==> config.mk <==
export PLATFORM = sky130hd
export DESIGN_NAME = rfi_frame_info
export DESIGN_NICKNAME = d
export VERILOG_FILES = /design/src/hdl/rfi_pkg.sv /design/src/hdl/rfi_frame_info.sv /design/src/hdl/rfi_length_estimate.sv
export SDC_FILE = /design/constraint.sdc
export NUM_CORES = 1
export LEC_CHECK = 0
export ABC_AREA = 1
export BUFFER_PORTS_ARGS = -buffer_cell sky130_fd_sc_hd__buf_2
export CORE_AREA = 2 2 87 89
export CTS_BUF_LIST = sky130_fd_sc_hd__clkbuf_8
export CTS_CLUSTER_DIAMETER = 60
export CTS_CLUSTER_SIZE = 20
export DETAILED_ROUTE_END_ITERATION = 7
export DIE_AREA = 0 0 89 91
export GPL_TIMING_DRIVEN = 0
export PLACE_DENSITY = 0.75
export SLEW_MARGIN = 20
export SYNTH_ARGS = -nofsm -noshare
export SYNTH_HDL_FRONTEND = slang
export SYNTH_SLANG_ARGS = --single-unit
==> constraint.sdc <==
create_clock -name ref_clk -period 6.65 [get_ports ref_clk]
set_input_delay 0.3325 -clock ref_clk [delete_from_list [all_inputs] [get_ports ref_clk]]
set_output_delay 0.3325 -clock ref_clk [all_outputs]
set_load 0.01 [all_outputs]
==> src/hdl/rfi_pkg.sv <==
// constants for the receive frame information report
// What this block does
// Every reported field is captured only in the cycle the decoder signals a good header.
// Bits 14..13 give the received bit rate: 00 is 110 kbps, 01 is 850 kbps, 10 is 6.8 Mbps.
// Bit 15 gives the ranging bit carried in the received header.
// Bits 17..16 are a copy of the receiver pulse rate setting, 01 for 16 MHz and 10 for 64 MHz.
// Bits 19..18 give the preamble repetition: 00 is 16, 01 is 64, 10 is 1024, 11 is 4096 symbols.
// Non-standard preamble lengths are estimated from the header repetition code and the accumulation count.
// Bits 19..18 with bits 12..11 encode 64, 128, 256, 512, 1024, 1536 and 2048 symbols.
// Software may reuse the reported length and repetition codes as the reply's transmit settings.
// Bits 31..20 hold the count of preamble symbols accumulated during reception.
// The reported fields are read-only; writes leave the captured values untouched.
package rfi_pkg;

  localparam int          ADDR_W         = 8;
  localparam int          DATA_W         = 32;
  localparam int          SEL_W          = 4;
  localparam int          ACC_W          = 12;

  // register byte addresses
  localparam logic [7:0]  OFS_INFO       = 8'h10;
  localparam logic [7:0]  OFS_STATUS     = 8'h14;
  localparam logic [7:0]  OFS_CTRL       = 8'h18;
  localparam logic [7:0]  OFS_TXCFG      = 8'h1c;

  // rx_frame_information layout
  localparam int          POS_ACC        = 20;
  localparam int          POS_REP        = 18;
  localparam int          POS_PRF        = 16;
  localparam int          POS_RNG        = 15;
  localparam int          POS_BR         = 13;
  localparam int          POS_NSL        = 11;

  // status layout
  localparam int          POS_HDR_FLAG   = 0;
  localparam int          POS_OVERRUN    = 1;
  localparam int          POS_FRAME_CNT  = 16;
  localparam int          FRAME_CNT_W    = 16;

  // control and transmit configuration layout
  localparam int          POS_CAPT_EN    = 0;
  localparam int          POS_TX_EXT     = 0;
  localparam int          POS_TX_REP     = 2;

  // reset values
  localparam logic [31:0] RST_INFO       = 32'h0000_0000;
  localparam logic        RST_CAPT_EN    = 1'b1;
  localparam logic [1:0]  RST_TX_EXT     = 2'h0;
  localparam logic [1:0]  RST_TX_REP     = 2'h1;

  // encodings
  localparam logic [1:0]  BR_110K        = 2'h0;
  localparam logic [1:0]  BR_850K        = 2'h1;
  localparam logic [1:0]  BR_6M8         = 2'h2;
  localparam logic [1:0]  PRF_16M        = 2'h1;
  localparam logic [1:0]  PRF_64M        = 2'h2;
  localparam logic [1:0]  REP_16         = 2'h0;
  localparam logic [1:0]  REP_64         = 2'h1;
  localparam logic [1:0]  REP_1024       = 2'h2;
  localparam logic [1:0]  REP_4096       = 2'h3;
  localparam logic [1:0]  NSL_BASE       = 2'h0;
  localparam logic [1:0]  NSL_STEP1      = 2'h1;
  localparam logic [1:0]  NSL_STEP2      = 2'h2;
  localparam logic [1:0]  NSL_STEP3      = 2'h3;

  // count thresholds between neighbouring lengths (midpoints)
  localparam logic [11:0] THR_64_128     = 12'h060;
  localparam logic [11:0] THR_128_256    = 12'h0c0;
  localparam logic [11:0] THR_256_512    = 12'h180;
  localparam logic [11:0] THR_1024_1536  = 12'h500;
  localparam logic [11:0] THR_1536_2048  = 12'h700;

endpackage

==> src/hdl/rfi_frame_info.sv <==
// receive frame information register bank with wishbone slave
//
// Decided for this implementation: the Wishbone slave port.
`timescale 1ns/1ps
module rfi_frame_info
  import rfi_pkg::*;
(
  input  wire logic                      ref_clk,
  input  wire logic                      arst_n,
  // wishbone classic slave
  input  wire logic                      wb_cyc_i,
  input  wire logic                      wb_stb_i,
  input  wire logic                      wb_we_i,
  input  wire logic [rfi_pkg::ADDR_W-1:0] wb_adr_i,
  input  wire logic [rfi_pkg::SEL_W-1:0]  wb_sel_i,
  input  wire logic [rfi_pkg::DATA_W-1:0] wb_dat_i,
  output logic [rfi_pkg::DATA_W-1:0]      wb_dat_o,
  output logic                           wb_ack_o,
  // header decoder, same clock
  input  wire logic                      headerDetected,
  input  wire logic [1:0]                hdrBitRate,
  input  wire logic                      hdrRanging,
  input  wire logic [1:0]                hdrPreambleRepetition,
  input  wire logic [rfi_pkg::ACC_W-1:0]  preambleAccumCount,
  input  wire logic [1:0]                receiverPulseRateSetting,
  // status and transmit settings
  output logic                           headerDetectedFlag,
  output logic [1:0]                     txLengthExtension,
  output logic [1:0]                     txPreambleRepetition
);

  typedef struct packed {
    logic                   wbAck;
    logic [DATA_W-1:0]      wbDat;
    logic [DATA_W-1:0]      info;
    logic                   hdrFlag;
    logic                   overrun;
    logic [FRAME_CNT_W-1:0] frameCnt;
    logic                   captEn;
    logic [1:0]             txExt;
    logic [1:0]             txRep;
  } rfi_state_t;

  localparam rfi_state_t RST_STATE = '{
    wbAck:    1'b0,
    wbDat:    '0,
    info:     RST_INFO,
    hdrFlag:  1'b0,
    overrun:  1'b0,
    frameCnt: '0,
    captEn:   RST_CAPT_EN,
    txExt:    RST_TX_EXT,
    txRep:    RST_TX_REP
  };

  logic              rstMeta;
  logic              rstSync;
  rfi_state_t        state_r;
  rfi_state_t        state_nxt;
  logic [1:0]        estRepetition;
  logic [1:0]        estNonstdLength;
  logic              busReq;
  logic              busWrite;
  logic              byte0Wr;
  logic [DATA_W-1:0] statusWord;
  logic [DATA_W-1:0] ctrlWord;
  logic [DATA_W-1:0] txcfgWord;
  logic [DATA_W-1:0] readWord;
  logic [DATA_W-1:0] captureWord;
  logic              clearHdr;
  logic              clearOverrun;

  // reset release through two flops
  always_ff @(posedge ref_clk or negedge arst_n)
  begin
    if (!arst_n)
    begin
      rstMeta <= 1'b0;
      rstSync <= 1'b0;
    end
    else
    begin
      rstMeta <= 1'b1;
      rstSync <= rstMeta;
    end
  end

  rfi_length_estimate u_estimate (
    .hdrRepetition    (hdrPreambleRepetition),
    .accumCount       (preambleAccumCount),
    .repetitionCode   (estRepetition),
    .nonstdLengthCode (estNonstdLength)
  );

  // word captured at a good header
  always_comb
  begin
    captureWord                           = '0;
    captureWord[POS_ACC +: ACC_W]         = preambleAccumCount;
    captureWord[POS_REP +: 2]             = estRepetition;
    captureWord[POS_PRF +: 2]             = receiverPulseRateSetting;
    captureWord[POS_RNG]                  = hdrRanging;
    captureWord[POS_BR +: 2]              = hdrBitRate;
    captureWord[POS_NSL +: 2]             = estNonstdLength;
  end

  // readable views of the software registers
  always_comb
  begin
    statusWord                              = '0;
    statusWord[POS_HDR_FLAG]                = state_r.hdrFlag;
    statusWord[POS_OVERRUN]                 = state_r.overrun;
    statusWord[POS_FRAME_CNT +: FRAME_CNT_W] = state_r.frameCnt;
    ctrlWord                                = '0;
    ctrlWord[POS_CAPT_EN]                   = state_r.captEn;
    txcfgWord                               = '0;
    txcfgWord[POS_TX_EXT +: 2]              = state_r.txExt;
    txcfgWord[POS_TX_REP +: 2]              = state_r.txRep;
  end

  // address decode, unmapped reads return zero
  always_comb
  begin
    case (wb_adr_i)
      OFS_INFO:   readWord = state_r.info;
      OFS_STATUS: readWord = statusWord;
      OFS_CTRL:   readWord = ctrlWord;
      OFS_TXCFG:  readWord = txcfgWord;
      default:    readWord = '0;
    endcase
  end

  // one access per request, ack for a single cycle
  assign busReq       = wb_cyc_i & wb_stb_i & ~state_r.wbAck;
  assign busWrite     = busReq & wb_we_i;
  assign byte0Wr      = busWrite & wb_sel_i[0];
  assign clearHdr     = byte0Wr & (wb_adr_i == OFS_STATUS) & wb_dat_i[POS_HDR_FLAG];
  assign clearOverrun = byte0Wr & (wb_adr_i == OFS_STATUS) & wb_dat_i[POS_OVERRUN];

  always_comb
  begin
    state_nxt       = state_r;
    state_nxt.wbAck = busReq;
    state_nxt.wbDat = (busReq & ~wb_we_i) ? readWord : '0;

    // capture only on a good header; info has no write path
    if (headerDetected && state_r.captEn)
    begin
      state_nxt.info = captureWord;
    end

    // software-side fields, set by hardware wins over the clear
    if (clearHdr)
      state_nxt.hdrFlag = 1'b0;
    if (clearOverrun)
      state_nxt.overrun = 1'b0;
    if (headerDetected)
    begin
      state_nxt.hdrFlag  = 1'b1;
      state_nxt.frameCnt = state_r.frameCnt + 1'b1;
      if (state_r.hdrFlag && !clearHdr)
        state_nxt.overrun = 1'b1;
    end

    if (byte0Wr && (wb_adr_i == OFS_CTRL))
      state_nxt.captEn = wb_dat_i[POS_CAPT_EN];

    // reply preamble settings written by software from the report
    if (byte0Wr && (wb_adr_i == OFS_TXCFG))
    begin
      state_nxt.txExt = wb_dat_i[POS_TX_EXT +: 2];
      state_nxt.txRep = wb_dat_i[POS_TX_REP +: 2];
    end
  end

  always_ff @(posedge ref_clk or negedge rstSync)
  begin
    if (!rstSync)
      state_r <= RST_STATE;
    else
      state_r <= state_nxt;
  end

  assign wb_ack_o             = state_r.wbAck;
  assign wb_dat_o             = state_r.wbDat;
  assign headerDetectedFlag   = state_r.hdrFlag;
  assign txLengthExtension    = state_r.txExt;
  assign txPreambleRepetition = state_r.txRep;

endmodule

==> src/hdl/rfi_length_estimate.sv <==
// preamble length estimate from header code and accumulation count
`timescale 1ns/1ps
module rfi_length_estimate
  import rfi_pkg::*;
(
  input  wire logic [1:0]       hdrRepetition,
  input  wire logic [ACC_W-1:0] accumCount,
  output logic [1:0]            repetitionCode,
  output logic [1:0]            nonstdLengthCode
);

  // standard code passes through; length step refined by the count
  always_comb
  begin
    repetitionCode   = hdrRepetition;
    nonstdLengthCode = NSL_BASE;
    case (hdrRepetition)
      REP_64:
      begin
        if (accumCount < THR_64_128)
          nonstdLengthCode = NSL_BASE;
        else if (accumCount < THR_128_256)
          nonstdLengthCode = NSL_STEP1;
        else if (accumCount < THR_256_512)
          nonstdLengthCode = NSL_STEP2;
        else
          nonstdLengthCode = NSL_STEP3;
      end
      REP_1024:
      begin
        if (accumCount < THR_1024_1536)
          nonstdLengthCode = NSL_BASE;
        else if (accumCount < THR_1536_2048)
          nonstdLengthCode = NSL_STEP1;
        else
          nonstdLengthCode = NSL_STEP2;
      end
      default:
      begin
        nonstdLengthCode = NSL_BASE;
      end
    endcase
  end

endmodule

==> out/results.tsv <==
metric	value	unit
dieWidth	89	um
status	complete, no violations	
ir_drop	115.7	uV
synth.avg_cell_area	9.217	um2
fmax	663.1	MHz
maxSlewViolCount	0	
grt-ovfl-total	0	
drv_cap	0	
place.port_buffers	67	
numClockSinks	72	
ioPinCount	107	
fin_crit	1508	ps
start_kind	flip-flop	
core_area	7137	um2
grt_pass1_vias	2696	
clock_latency	340	ps
cts_resized	0	
r2r_start	state_r[5]$_DFFE_PN0P_	
start_util	0.4830	
fill_cells	674	
ys_seq_area_frac	0.5234	
crit_slowest_cell	dfrtp_1	
synth_edf_count	0	
r2r_cells	6	
track_usage	0.1862	
layout_commonest_cell	nand2_1	
grt_pass1_wl	11.80	mm
die_y	91	um
dp_hpwl	4.982	mm
insertedDiodeCount	0	
synth_ff_type	dfrtp_1	
ys_ff_latch	72	
power.leakage	2.236	nW
rsz0062_at_grt	false	
netlist_area	3447	um2
rows	31	
cpMostUsedCell	nand3_1	
drive_gt1_frac	0.3290	
routed_wl	6.678	mm
holdPathStages	3	
drt.antenna.violating_nets	0	
yosysWarnings	0	
cp_max_fo	6	
num_vias	2604	
power.density	240.3	nW/um2
fin_nets	532	
cts_tree	yes	
setup_viol	0	
end_kind	flip-flop	
hold_end	txPreambleRepetition[0]$_DFFE_PN1P_	
cts_buffers	9	
syn_inst	374	
area_delta_synth_final	22.07	%
cpPeakStageDelay	410	ps
power.total	1.011	mW
criticalPathCategory	reg -> reg	
h-tree-depth	3	
async_reset_ff_frac	1.000	
hold_class	in -> reg	
final_cell_mix	91 x nand2_1, 69 x buf_2, 69 x dfrtp_1	
drt_iter0_drc	152	
routedWlPerCell	11.84	um
drc_errors	0	
dieArea	8099	um2
reg2reg_slack	5140	ps
cts_max_path_buffers	2	
fin_crit_sh	0.2268	
first_pass_iters	4	
place.gp.congestion	0.8333	
finalHoldViolCount	0	
antenna_found_initial	0	
place_ws	5020	ps
setup_tns	0	ps
min-delay-start	wb_dat_i[2]	
synth_cell_types	26	
cp_cell_sequence	ha_1 -> nand3_1 -> nor2_1 -> nand3_1 -> xor2_1 -> inv_1	
worst_slack	5142	ps
worstReg2RegEnd	state_r[17]$_DFFE_PN0P_	
cts_root_buf	clkbuf_8	
critical_path_required	6880	ps
clkTransAtPathRegs	80	ps
cts_setup_buffers	0	
avgViaCountPerCell	4.617	
crit_arrival	1740	ps
clock_skew	8.184	ps
cts_hold_buf	1	
grt_max_degree	43	
==> cell usage after synthesis, types with 3 or more instances <==
cell type  instances  area, um2
o21ai_0            6      30.03
dfrtp_1           70       1752
nor2_4             3      33.78
xor2_1             9      78.83
ha_1               3      37.54
mux2_2            14      157.7
a21oi_1           17      85.08
nand2_1           91      341.6
nand3_1           36      180.2
nand4_1            5      31.28
xnor2_1            4      35.03
inv_1             27      101.4
nor2_1            27      101.4
buf_4             38      285.3
nor3_1             3      15.01
clkbuf_1           3      11.26
==> state kept, by name, summed over array words and instances (netlist names) <==
name,count
txLengthExtension,2
wb_dat_o,25
rstMeta,1
ctrlWord,1
txPreambleRepetition,2
state_r,38
rstSync,1
wb_ack_o,1
headerDetectedFlag,1
==> how the worst max path moves through the flow <==
stage | from | endpoint | slack (ps) | depth (start not counted)
2_1_floorplan | rstSync$_DFF_PN0_ | headerDetectedFlag$_DFFE_PN0P_ | 4500 | 0
3_3_place_gp | rstSync$_DFF_PN0_ | state_r[12]$_DFFE_PN0P_ | 3780 | 0
3_5_place_dp | wb_adr_i[5] | wb_dat_o[30]$_DFF_PN0_ | 5020 | 7
4_1_cts | state_r[5]$_DFFE_PN0P_ | state_r[17]$_DFFE_PN0P_ | 5160 | 6
5_1_grt | state_r[6]$_DFFE_PN0P_ | state_r[17]$_DFFE_PN0P_ | 4970 | 6
6_report | state_r[5]$_DFFE_PN0P_ | state_r[17]$_DFFE_PN0P_ | 5140 | 6
==> metrics by stage <==
step	cells	area, um2	util	hold WS, ps
global route	564	4208	0.5896	197.7
floorplan	380	3470	-	36.91
finish	564	4208	0.5896	200.0
CTS	564	4208	0.5896	192.4
detailed placement	547	3953	0.5538	118.9
global placement	546	3929	0.5505	117.2
==> routing by layer <==
layer / vias to the layer above / global-route usage / part of all wire
met5: - / 0 / 0
met4: 0 / 0.07214 / 0.018
met3: 11 / 0.04000 / 0.034
met2: 54 / 0.3066 / 0.51
met1: 1224 / 0.2372 / 0.44
li1: 1315 / - / -
==> where the power goes <==
group	leakage (nW)	switching (mW)	total, mW	internal [mW]
combinational	1.16	0.0507	0.0937	0.0430
sequential	0.949	0.0329	0.500	0.467
clock	0.128	0.160	0.418	0.258
==> final cells by class <==
cell class	count	area [um2]	share of cell area
multi-input combinational	234	1227	0.2917
timing repair buffer	69	365.4	0.08683
clock buffer	10	137.6	0.03271
buffer	45	329.1	0.07820
clock inverter	6	107.6	0.02557
inverter	29	108.9	0.02587
sequential	72	1808	0.4297
tap	99	123.9	0.02944
==> kinds of logic after synthesis <==
family,share of synthesized area
AO/OA/AOI/OAI,0.03339
XOR/XNOR,0.03303
adder cells (fa/ha/maj),0.01089
buffers and inverters,0.1270
flip-flops,0.5234
multiplexers,0.04573
other,0.002179
AND/OR/NAND/NOR,0.2243
==> worst max-delay path: cells and delay by family (launching register included) <==
| family | cells | cell delay, ps |
|---|---|---|
| xor gates and xnor gates | 1 | 160 |
| adders and majority gates | 1 | 220 |
| and+or+nand+nor | 3 | 560 |
| DFF | 1 | 410 |
| buffers and inverters | 1 | 50 |
Power figures use the tool's default switching activity.
